`config.mk`:
```
export PLATFORM = sky130hd
export DESIGN_NAME = epci_top
export DESIGN_NICKNAME = d
export VERILOG_FILES = /design/src/epci_pkg.sv /design/src/epci_top.sv
export SDC_FILE = /design/constraint.sdc
export NUM_CORES = 1
export LEC_CHECK = 0
export ABC_AREA = 1
export BUFFER_PORTS_ARGS = -buffer_cell sky130_fd_sc_hd__buf_2
export CAP_MARGIN = 0
export CORE_UTILIZATION = 62
export DETAILED_ROUTE_END_ITERATION = 6
export HOLD_SLACK_MARGIN = 0.02
export PLACE_DENSITY_LB_ADDON = 0.12
export SETUP_SLACK_MARGIN = 0.3
export SLEW_MARGIN = 10
export SYNTH_ARGS = -nofsm -noshare
export SYNTH_HDL_FRONTEND = slang
export SYNTH_SLANG_ARGS = --single-unit
```
`constraint.sdc`:
```
create_clock -name CLK_IN -period 10.7 [get_ports CLK_IN]
set_input_delay 2.14 -clock CLK_IN [delete_from_list [all_inputs] [get_ports CLK_IN]]
set_output_delay 2.14 -clock CLK_IN [all_outputs]
set_load 0.02 [all_outputs]
```
`src/epci_pkg.sv`:
```
// constants for the external and pin-change interrupt block
package epci_pkg;
  localparam int ADDR_W = 8;
  localparam int DATA_W = 8;
  localparam int PC_PINS = 28;
  localparam int NUM_SRC = 6;
  localparam int VADDR_W = 12;
  // register offsets
  localparam logic [7:0] OFS_GROUP_EN = 8'h68;
  localparam logic [7:0] OFS_SENSE = 8'h69;
  localparam logic [7:0] OFS_MASK_LOW = 8'h6B;
  localparam logic [7:0] OFS_MASK_MID = 8'h6C;
  localparam logic [7:0] OFS_MASK_HIGH = 8'h6D;
  localparam logic [7:0] OFS_MASK_TOP = 8'h6E;
  localparam logic [7:0] OFS_CORE_CTRL = 8'h55;
  localparam logic [7:0] OFS_EXT_MASK = 8'h3D;
  localparam logic [7:0] OFS_EXT_FLAGS = 8'h3C;
  localparam logic [7:0] OFS_GROUP_FLAGS = 8'h3B;
  localparam logic [7:0] OFS_PROTECT = 8'h2F;
  // field positions
  localparam int VSEL_BIT = 1;
  localparam int SENSE_A_LSB = 0;
  localparam int SENSE_B_LSB = 2;
  // reset values
  localparam logic [7:0] RST_BYTE = 8'h00;
  localparam logic [3:0] RST_NIB = 4'h0;
  localparam logic [1:0] RST_PAIR = 2'h0;
  // signature that opens the protected window, value is arbitrary
  localparam logic [7:0] PROTECT_SIG = 8'hA5;
  // protected window, four instruction cycles of one clock each
  localparam int PROTECT_INSTR = 4;
  localparam int CLK_PER_INSTR = 1;
  localparam logic [2:0] PROTECT_CYC = 3'(PROTECT_INSTR * CLK_PER_INSTR);
  // sense modes
  typedef enum logic [1:0] {
    EPCI_LOW   = 2'h0,
    EPCI_ANY   = 2'h1,
    EPCI_FALL  = 2'h2,
    EPCI_RISE  = 2'h3
  } epci_sense_e;
  // boot section start, word address, per boot size fuse setting
  localparam logic [11:0] BOOT_BASE_0 = 12'h800;
  localparam logic [11:0] BOOT_BASE_1 = 12'hC00;
  localparam logic [11:0] BOOT_BASE_2 = 12'hE00;
  localparam logic [11:0] BOOT_BASE_3 = 12'hF00;
  localparam logic [11:0] APP_BASE = 12'h000;
  localparam logic [11:0] VEC_FIRST = 12'h001;
  localparam logic [2:0] SRC_EXT_A = 3'h0;
  localparam logic [2:0] SRC_EXT_B = 3'h1;
  localparam logic [2:0] SRC_GROUP0 = 3'h2;
endpackage : epci_pkg

```
`src/epci_top.sv`:
```
// external pin and pin-change interrupt controller
`timescale 1ns/1ns
// Functional notes
// - vector select zero puts vectors at flash start, one at boot section
// - boot section start comes from boot size fuses only
// - vectors in boot and app lock set: block interrupts in application
// - vectors in app and boot lock set: block interrupts in boot code
// - vector select writes accepted only within four cycles of signature
// - pin enabled only when mask bit and group enable both set
// - unused upper bits of small registers read as zero
// - sense field: low, any change, falling, rising; B at 3:2, A at 1:0
// - pins sampled before edge detection; pulses over one clock caught
// - external request taken only with global flag and own mask bit
// - group enable with global flag lets enabled pin changes interrupt
// - mask bit 1 enables pin B, bit 0 pin A, each with own sense
// - pin activity requests even when pin is driven as output
// - flag B set on trigger, cleared on vector entry or write one
// - set flag with global and mask branches to its vector
// - flag held clear while its pin uses low level sensing
// - pin-change detection works without clock for wake up
// - group flag set on enabled change, cleared on entry or write one
module epci_top (
  input wire logic CLK_IN,
  input wire logic RST_IN,
  input wire logic [7:0] REG_ADDR_IN,
  input wire logic [7:0] REG_WDATA_IN,
  input wire logic REG_WR_IN,
  input wire logic REG_RD_IN,
  output logic [7:0] REG_RDATA_OUT,
  input wire logic EXT_PIN_A_IN,
  input wire logic EXT_PIN_B_IN,
  input wire logic [27:0] PCHG_PIN_IN,
  input wire logic GLOBAL_IRQ_EN_IN,
  input wire logic EXEC_IN_BOOT_IN,
  input wire logic [1:0] BOOT_SIZE_FUSES_IN,
  input wire logic APP_IRQ_LOCK_IN,
  input wire logic BOOT_IRQ_LOCK_IN,
  input wire logic VEC_ACK_IN,
  input wire logic [2:0] VEC_ACK_IDX_IN,
  output logic IRQ_REQ_OUT,
  output logic [2:0] IRQ_IDX_OUT,
  output logic [11:0] IRQ_VEC_ADDR_OUT,
  output logic VECTOR_SEL_OUT,
  output logic WAKE_OUT
);

  localparam int NUM_SRC_LOC = epci_pkg::NUM_SRC;

  logic [3:0] group_en_reg;
  logic [3:0] sense_reg;
  logic [7:0] mask_low_reg;
  logic [7:0] mask_mid_reg;
  logic [7:0] mask_high_reg;
  logic [3:0] mask_top_reg;
  logic vsel_reg;
  logic [1:0] ext_mask_reg;
  logic [1:0] ext_flag_reg;
  logic [1:0] ext_flag_next;
  logic [3:0] grp_flag_reg;
  logic [3:0] grp_flag_next;
  logic [2:0] protect_cnt_reg;
  logic [29:0] sync1_reg;
  logic [29:0] sync2_reg;
  logic [29:0] prev_reg;
  logic [7:0] rdata_reg;
  logic irq_req_reg;
  logic [2:0] irq_idx_reg;
  logic [11:0] irq_addr_reg;
  logic [27:0] pin_mask;
  logic [27:0] pin_en;
  logic [27:0] pin_chg;
  logic [3:0] grp_trig;
  logic [1:0] ext_trig;
  logic [1:0] ext_level;
  logic [1:0] ext_low;
  logic [1:0] ext_rise;
  logic [1:0] ext_fall;
  logic [1:0] ext_sw_clr;
  logic [1:0] ext_hw_clr;
  logic [3:0] grp_sw_clr;
  logic [3:0] grp_hw_clr;
  logic [NUM_SRC_LOC-1:0] src_pend;
  logic irq_allowed;
  logic [11:0] vec_base;
  logic [11:0] boot_base;
  logic [2:0] pick_idx;
  logic pick_any;
  logic wr_ctrl_ok;

  function automatic logic wr_hit(input logic [7:0] ofs);
    wr_hit = REG_WR_IN && (REG_ADDR_IN == ofs);
  endfunction

  function automatic logic [1:0] sense_of(input logic [3:0] s,
                                          input int lsb);
    sense_of = s[lsb +: 2];
  endfunction

  function automatic logic trig_of(input logic [1:0] mode,
                                   input logic rise, input logic fall);
    unique case (mode)
      epci_pkg::EPCI_ANY: trig_of = rise | fall;
      epci_pkg::EPCI_FALL: trig_of = fall;
      epci_pkg::EPCI_RISE: trig_of = rise;
      default: trig_of = 1'b0;
    endcase
  endfunction

  // pin sampling: external B, external A, then 28 change pins
  always_ff @(posedge CLK_IN or posedge RST_IN) begin
    if (RST_IN) begin
      sync1_reg <= '0;
      sync2_reg <= '0;
      prev_reg <= '0;
    end else begin
      sync1_reg <= {EXT_PIN_B_IN, EXT_PIN_A_IN, PCHG_PIN_IN};
      sync2_reg <= sync1_reg;
      prev_reg <= sync2_reg;
    end
  end

  // pin-change detection
  assign pin_mask = {mask_top_reg, mask_high_reg, mask_mid_reg,
                     mask_low_reg};
  assign pin_chg = sync2_reg[27:0] ^ prev_reg[27:0];

  genvar g;
  generate
    for (g = 0; g < 4; g++) begin : g_grp
      localparam int LO = g * 8;
      localparam int W = (g == 3) ? 4 : 8;
      assign pin_en[LO +: W] = pin_mask[LO +: W] &
                               {W{group_en_reg[g]}};
      assign grp_trig[g] = |(pin_en[LO +: W] & pin_chg[LO +: W]);
    end
  endgenerate

  // external pin triggers
  assign ext_rise = sync2_reg[29:28] & ~prev_reg[29:28];
  assign ext_fall = ~sync2_reg[29:28] & prev_reg[29:28];
  assign ext_low = ~sync2_reg[29:28];

  generate
    for (g = 0; g < 2; g++) begin : g_ext
      localparam int LSB = (g == 0) ? epci_pkg::SENSE_A_LSB
                                    : epci_pkg::SENSE_B_LSB;
      // sense mode per pin
      assign ext_level[g] = (sense_of(sense_reg, LSB) ==
                             epci_pkg::EPCI_LOW);
      assign ext_trig[g] = trig_of(sense_of(sense_reg, LSB),
                                   ext_rise[g], ext_fall[g]);
    end
  endgenerate

  // asynchronous wake from enabled pin change or low level
  assign WAKE_OUT = (|(pin_en & (PCHG_PIN_IN ^ sync2_reg[27:0]))) |
                    (|(ext_mask_reg & ext_level &
                       ~{EXT_PIN_B_IN, EXT_PIN_A_IN}));

  // flag clear terms
  assign ext_sw_clr = wr_hit(epci_pkg::OFS_EXT_FLAGS) ?
                      REG_WDATA_IN[1:0] : 2'h0;
  assign grp_sw_clr = wr_hit(epci_pkg::OFS_GROUP_FLAGS) ?
                      REG_WDATA_IN[3:0] : 4'h0;
  generate
    for (g = 0; g < 2; g++) begin : g_ehw
      assign ext_hw_clr[g] = VEC_ACK_IN &&
        (VEC_ACK_IDX_IN == 3'(epci_pkg::SRC_EXT_A + 3'(g)));
    end
    for (g = 0; g < 4; g++) begin : g_ghw
      assign grp_hw_clr[g] = VEC_ACK_IN &&
        (VEC_ACK_IDX_IN == 3'(epci_pkg::SRC_GROUP0 + 3'(g)));
    end
  endgenerate

  // set wins over either clear; level mode holds flag clear
  assign ext_flag_next = ((ext_flag_reg & ~ext_sw_clr & ~ext_hw_clr) |
                          ext_trig) & ~ext_level;
  assign grp_flag_next = (grp_flag_reg & ~grp_sw_clr & ~grp_hw_clr) |
                         grp_trig;

  always_ff @(posedge CLK_IN or posedge RST_IN) begin
    if (RST_IN) begin
      ext_flag_reg <= epci_pkg::RST_PAIR;
    end else begin
      ext_flag_reg <= ext_flag_next;
    end
  end

  always_ff @(posedge CLK_IN or posedge RST_IN) begin
    if (RST_IN) begin
      grp_flag_reg <= epci_pkg::RST_NIB;
    end else begin
      grp_flag_reg <= grp_flag_next;
    end
  end

  // protected window for vector select
  assign wr_ctrl_ok = wr_hit(epci_pkg::OFS_CORE_CTRL) &&
                      (protect_cnt_reg != 3'h0);

  always_ff @(posedge CLK_IN or posedge RST_IN) begin
    if (RST_IN) begin
      protect_cnt_reg <= 3'h0;
    end else if (wr_hit(epci_pkg::OFS_PROTECT) &&
                 REG_WDATA_IN == epci_pkg::PROTECT_SIG) begin
      protect_cnt_reg <= epci_pkg::PROTECT_CYC;
    end else if (wr_ctrl_ok) begin
      protect_cnt_reg <= 3'h0;
    end else if (protect_cnt_reg != 3'h0) begin
      protect_cnt_reg <= protect_cnt_reg - 3'h1;
    end
  end

  // software registers
  always_ff @(posedge CLK_IN or posedge RST_IN) begin
    if (RST_IN) begin
      group_en_reg <= epci_pkg::RST_NIB;
    end else if (wr_hit(epci_pkg::OFS_GROUP_EN)) begin
      group_en_reg <= REG_WDATA_IN[3:0];
    end
  end

  always_ff @(posedge CLK_IN or posedge RST_IN) begin
    if (RST_IN) begin
      sense_reg <= epci_pkg::RST_NIB;
    end else if (wr_hit(epci_pkg::OFS_SENSE)) begin
      sense_reg <= REG_WDATA_IN[3:0];
    end
  end

  always_ff @(posedge CLK_IN or posedge RST_IN) begin
    if (RST_IN) begin
      mask_low_reg <= epci_pkg::RST_BYTE;
    end else if (wr_hit(epci_pkg::OFS_MASK_LOW)) begin
      mask_low_reg <= REG_WDATA_IN;
    end
  end

  always_ff @(posedge CLK_IN or posedge RST_IN) begin
    if (RST_IN) begin
      mask_mid_reg <= epci_pkg::RST_BYTE;
    end else if (wr_hit(epci_pkg::OFS_MASK_MID)) begin
      mask_mid_reg <= REG_WDATA_IN;
    end
  end

  always_ff @(posedge CLK_IN or posedge RST_IN) begin
    if (RST_IN) begin
      mask_high_reg <= epci_pkg::RST_BYTE;
    end else if (wr_hit(epci_pkg::OFS_MASK_HIGH)) begin
      mask_high_reg <= REG_WDATA_IN;
    end
  end

  always_ff @(posedge CLK_IN or posedge RST_IN) begin
    if (RST_IN) begin
      mask_top_reg <= epci_pkg::RST_NIB;
    end else if (wr_hit(epci_pkg::OFS_MASK_TOP)) begin
      mask_top_reg <= REG_WDATA_IN[3:0];
    end
  end

  always_ff @(posedge CLK_IN or posedge RST_IN) begin
    if (RST_IN) begin
      ext_mask_reg <= epci_pkg::RST_PAIR;
    end else if (wr_hit(epci_pkg::OFS_EXT_MASK)) begin
      ext_mask_reg <= REG_WDATA_IN[1:0];
    end
  end

  always_ff @(posedge CLK_IN or posedge RST_IN) begin
    if (RST_IN) begin
      vsel_reg <= 1'b0;
    end else if (wr_ctrl_ok) begin
      vsel_reg <= REG_WDATA_IN[epci_pkg::VSEL_BIT];
    end
  end

  // read data, one cycle after the strobe
  always_ff @(posedge CLK_IN or posedge RST_IN) begin
    if (RST_IN) begin
      rdata_reg <= epci_pkg::RST_BYTE;
    end else if (REG_RD_IN) begin
      unique case (REG_ADDR_IN)
        epci_pkg::OFS_GROUP_EN: rdata_reg <= {4'h0, group_en_reg};
        epci_pkg::OFS_SENSE: rdata_reg <= {4'h0, sense_reg};
        epci_pkg::OFS_MASK_LOW: rdata_reg <= mask_low_reg;
        epci_pkg::OFS_MASK_MID: rdata_reg <= mask_mid_reg;
        epci_pkg::OFS_MASK_HIGH: rdata_reg <= mask_high_reg;
        epci_pkg::OFS_MASK_TOP: rdata_reg <= {4'h0, mask_top_reg};
        epci_pkg::OFS_CORE_CTRL: rdata_reg <= {6'h00, vsel_reg, 1'b0};
        epci_pkg::OFS_EXT_MASK: rdata_reg <= {6'h00, ext_mask_reg};
        epci_pkg::OFS_EXT_FLAGS: rdata_reg <= {6'h00, ext_flag_reg};
        epci_pkg::OFS_GROUP_FLAGS: rdata_reg <= {4'h0, grp_flag_reg};
        default: rdata_reg <= 8'h00;
      endcase
    end else begin
      rdata_reg <= 8'h00;
    end
  end

  // vector base from fuses and select bit
  always_comb begin
    unique case (BOOT_SIZE_FUSES_IN)
      2'h0: boot_base = epci_pkg::BOOT_BASE_0;
      2'h1: boot_base = epci_pkg::BOOT_BASE_1;
      2'h2: boot_base = epci_pkg::BOOT_BASE_2;
      default: boot_base = epci_pkg::BOOT_BASE_3;
    endcase
  end
  assign vec_base = vsel_reg ? boot_base : epci_pkg::APP_BASE;

  // lock bits block interrupts in the other section
  assign irq_allowed = GLOBAL_IRQ_EN_IN &&
    !(vsel_reg && APP_IRQ_LOCK_IN && !EXEC_IN_BOOT_IN) &&
    !(!vsel_reg && BOOT_IRQ_LOCK_IN && EXEC_IN_BOOT_IN);

  // pending sources; level mode requests from the synchronised pin sample, not the flag
  generate
    for (g = 0; g < 2; g++) begin : g_epend
      assign src_pend[g] = ext_mask_reg[g] &&
        (ext_level[g] ? ext_low[g] : ext_flag_reg[g]);
    end
    for (g = 0; g < 4; g++) begin : g_gpend
      assign src_pend[g + 2] = group_en_reg[g] && grp_flag_reg[g];
    end
  endgenerate

  // lowest index wins
  always_comb begin
    pick_idx = 3'h0;
    pick_any = 1'b0;
    for (int i = NUM_SRC_LOC - 1; i >= 0; i--) begin
      if (src_pend[i]) begin
        pick_idx = 3'(i);
        pick_any = 1'b1;
      end
    end
  end

  always_ff @(posedge CLK_IN or posedge RST_IN) begin
    if (RST_IN) begin
      irq_req_reg <= 1'b0;
    end else begin
      irq_req_reg <= pick_any && irq_allowed && !VEC_ACK_IN;
    end
  end

  always_ff @(posedge CLK_IN or posedge RST_IN) begin
    if (RST_IN) begin
      irq_idx_reg <= 3'h0;
    end else begin
      irq_idx_reg <= pick_idx;
    end
  end

  always_ff @(posedge CLK_IN or posedge RST_IN) begin
    if (RST_IN) begin
      irq_addr_reg <= 12'h000;
    end else begin
      irq_addr_reg <= vec_base + epci_pkg::VEC_FIRST +
                      {9'h000, pick_idx};
    end
  end

  assign REG_RDATA_OUT = rdata_reg;
  assign IRQ_REQ_OUT = irq_req_reg;
  assign IRQ_IDX_OUT = irq_idx_reg;
  assign IRQ_VEC_ADDR_OUT = irq_addr_reg;
  assign VECTOR_SEL_OUT = vsel_reg;

endmodule // epci_top

```
==> flow_summary.yaml <==
outcome:
  status: "complete, no violations"
synthesis:
  synth_seq_cells: 158
  syn_inst: 748
  synth_edf_count: 0
  synth_top_cell_by_area: "dfrtp_1"
  synth.distinct_cells: 35
  yosysWarnings: 0
  synth_area_per_cell_um2: 9.05
  synth_area_leaders: "dfrtp_1 (58%), nand2_1 (11%), nor2_1 (4.3%)"
  synthSimpleGateAreaFrac_pct: 22.6
  synth_ff_type: "dfrtp_1"
  synth_mux_area_share_pct: 0
  synth.cell_area_um2: 6770
  synth_xor_area_share_pct: 2.20
  yosysSeqAreaShare_pct: 58.4
  synth_top_family_by_area: "simple AND/OR/NAND/NOR gates"
  synth-compound-area-share_pct: 10.4
  synth_fa_ha_area_share_pct: 1.29
  yosysTopAreaCellShare_pct: 58.4
  async_flop_share_pct: 100
pwr:
  p_total_mw: 1.37
  ir_drop_mv: 0.200
  power_frac_comb_pct: 8.7
  p_sw_uw: 353
  power_density_nw_per_um2: 174
  pwr-share-seq_pct: 48.3
  internal_power_mw: 1.02
  leakage_nw: 3.94
  swShare_pct: 25.8
  power_frac_clock_pct: 43.0
timing:
  worstMarginPinSlew_ns: 1.06
  post-route-period-util_pct: 49.8
  fin_worst_skew_ns: 0.00927
  rsz0062_at_grt: "no"
  hold_viol: 0
  tns_ns: 0
  max-slew-margin-rel_pct: 29.4
  maxSlewViolCount: 0
  max_freq_mhz: 188
  min_period_ns: 5.33
  fin_ws_ns: 5.37
  setup_violations: 0
detailed_routing:
  wire_per_inst_um: 16.3
  drt-total-wl_mm: 16.1
  drtIter0Drc: 468
  drc: 0
  firstDrtPassIters: 6
  drt-vias-per-instance: 5.55
  dr_total_vias: 5487
  detail-route-antenna-nets: 0
worst_setup_path:
  r2r_end: "IRQ_VEC_ADDR_OUT[2]"
  cp_max_fo: 3
  crit_path_start: "PCHG_PIN_IN[27]"
  crit_chain: "buf_2 > nor2_1 > nor2_1 > nand2_1 > o21ai_0 > nor2_1 > nand2_1 > nor2_1 > nand2_1 > buf_2"
  crit_path_end: "WAKE_OUT"
  cp_common_cell: "nor2_1"
  crit_type: "in -> out"
  path_depth: 10
  reg2reg_slack_ns: 9.07
  required_ns: 8.56
  crit_family: "simple AND/OR/NAND/NOR gates"
  path_buf_inv: 2
  cp_slowest_cell: "buf_2"
  arrival_ns: 3.19
  crit_path_end_kind: "primary output"
  cp-start-kind: "input pin"
  ff2ff_path_depth: 6
  reg2reg_from: "group_en_reg[0]"
  slowest_delay_ns: 0.16
cts:
  cts_hold_buf: 0
  path_clk_slew_ns: 0.06
  root_buffer: "clkbuf_8"
  numCtsBuffers: 17
  cts_setup_buffers: 0
  cts_max_path_buffers: 2
  cts.sinks: 158
  post_cts_resized: 0
  cts.htree.levels: 4
  cts_tree: "done"
  insertion_delay_ns: 0.54
cells_and_area:
  syn2layout_area_growth_pct: 16.2
  layout_common_cells: "nand2_1 (201), dfrtp_1 (158), buf_2 (81), nor2_1 (77), inv_1 (62)"
  multi_input_area_um2: 2490
  regArea_um2: 3950
  final_common_cell: "nand2_1"
  finalNetCount: 907
  final_layout_size_suffix_gt1_share_pct: 17.9
  fillers: 763
  final_cell_area_um2: 7870
  diodes: 0
die:
  num_rows: 37
  ioPinCount: 86
  fp.dieH_um: 107
  core_um2: 10500
  start_util_pct: 64.7
  dieArea_um2: 11300
  die_x_um: 107
place:
  pre_cts_slack_ns: 5.38
  gp_congestion: 0.917
  dp_hpwl_mm: 11.4
  port_buffers: 81
  placed_cell_area_um2: 7280
global_route:
  grt_pass1_vias: 5442
  overflow: 0
  grt_pass1_wl_mm: 26.4
  grt_usage_pct: 31.2
  grt_max_degree: 88
  antenna_found_initial: 0
run:
  drv_cap: 0
worst_hold_path:
  hp-class: "reg -> reg"
==> worst reg2reg max path, delay by kind of cell, from the launching register on <==
| family | cells | cell delay, ns |
|---|---|---|
| simple gates | 4 | 0.57 |
| flops | 1 | 0.62 |
| fa+ha+maj | 1 | 0.21 |
| xor+xnor | 1 | 0.14 |
==> routing by layer <==
layer  track usage, %  vias to the layer above  wire [µm]
li1                 -                     2595          -
met1             40.2                     2617       6810
met2             51.0                      236       7880
met3             6.87                       39        978
met4             13.8                        0        480
met5                0                        -          0
==> cell families (layout without fill, tap and decap cells) <==
logic type | count (synthesis) | after routing
AND/OR/NAND/NOR | 360 | 360
flip-flops | 158 | 158
AO/OA/AOI/OAI | 125 | 125
buffers and inverters | 80 | 181
XOR/XNOR | 17 | 17
adder cells (fa/ha/maj) | 7 | 7
other | 1 | 5
==> synthesized netlist by cell type (all sizes together), types with 2 or more instances <==
library cell / count
nor2: 84
o22ai: 2
nand3: 52
nand4: 5
inv: 65
o221ai: 2
or2: 2
o211ai: 2
ha: 7
buf: 12
nor3: 3
xnor2: 16
clkinv: 2
nand3b: 2
a21oi: 35
dfrtp: 158
nand2: 210
o21ai: 83
==> final cells by class <==
class	instances	area share, %
Tap cell	136	2.16
Multi-Input combinational cell	514	31.6
Clock inverter	14	2.00
Timing Repair Buffer	82	5.25
Sequential cell	158	50.2
Inverter	67	3.28
Clock buffer	18	5.44
==> through the flow <==
step | cells | hold WS (ns) | util [%]
floorplan | 752 | 0.331 | -
global placement | 957 | 0.332 | 69.6
detailed placement | 957 | 0.336 | 69.6
CTS | 989 | 0.349 | 75.2
global route | 989 | 0.354 | 75.2
finish | 989 | 0.349 | 75.2
==> how the worst min path moves through the flow <==
stage | start | to | slack (ns) | depth (start not counted)
after floorplan | sync1_reg[0] | sync2_reg[0] | 0.33 | 0
final | sync1_reg[25] | sync2_reg[25] | 0.35 | 0
after global placement | sync1_reg[6] | sync2_reg[6] | 0.33 | 0
after global routing | sync1_reg[26] | sync2_reg[26] | 0.35 | 0
after CTS | sync1_reg[25] | sync2_reg[25] | 0.35 | 0
after detailed placement | sync1_reg[28] | sync2_reg[28] | 0.34 | 0
==> power by group through the flow <==
| stage | registers [mW] | clock network [mW] | logic, mW |
|---|---|---|---|
| after detailed placement | 0.671 | 0 | 0.117 |
| after global placement | 0.670 | 0 | 0.109 |
| after floorplan | 0.666 | 0 | 0.0752 |
| final | 0.662 | 0.589 | 0.119 |
| after CTS | 0.661 | 0.600 | 0.118 |
| after global routing | 0.665 | 0.621 | 0.134 |
(Power assumes the default switching activity.)
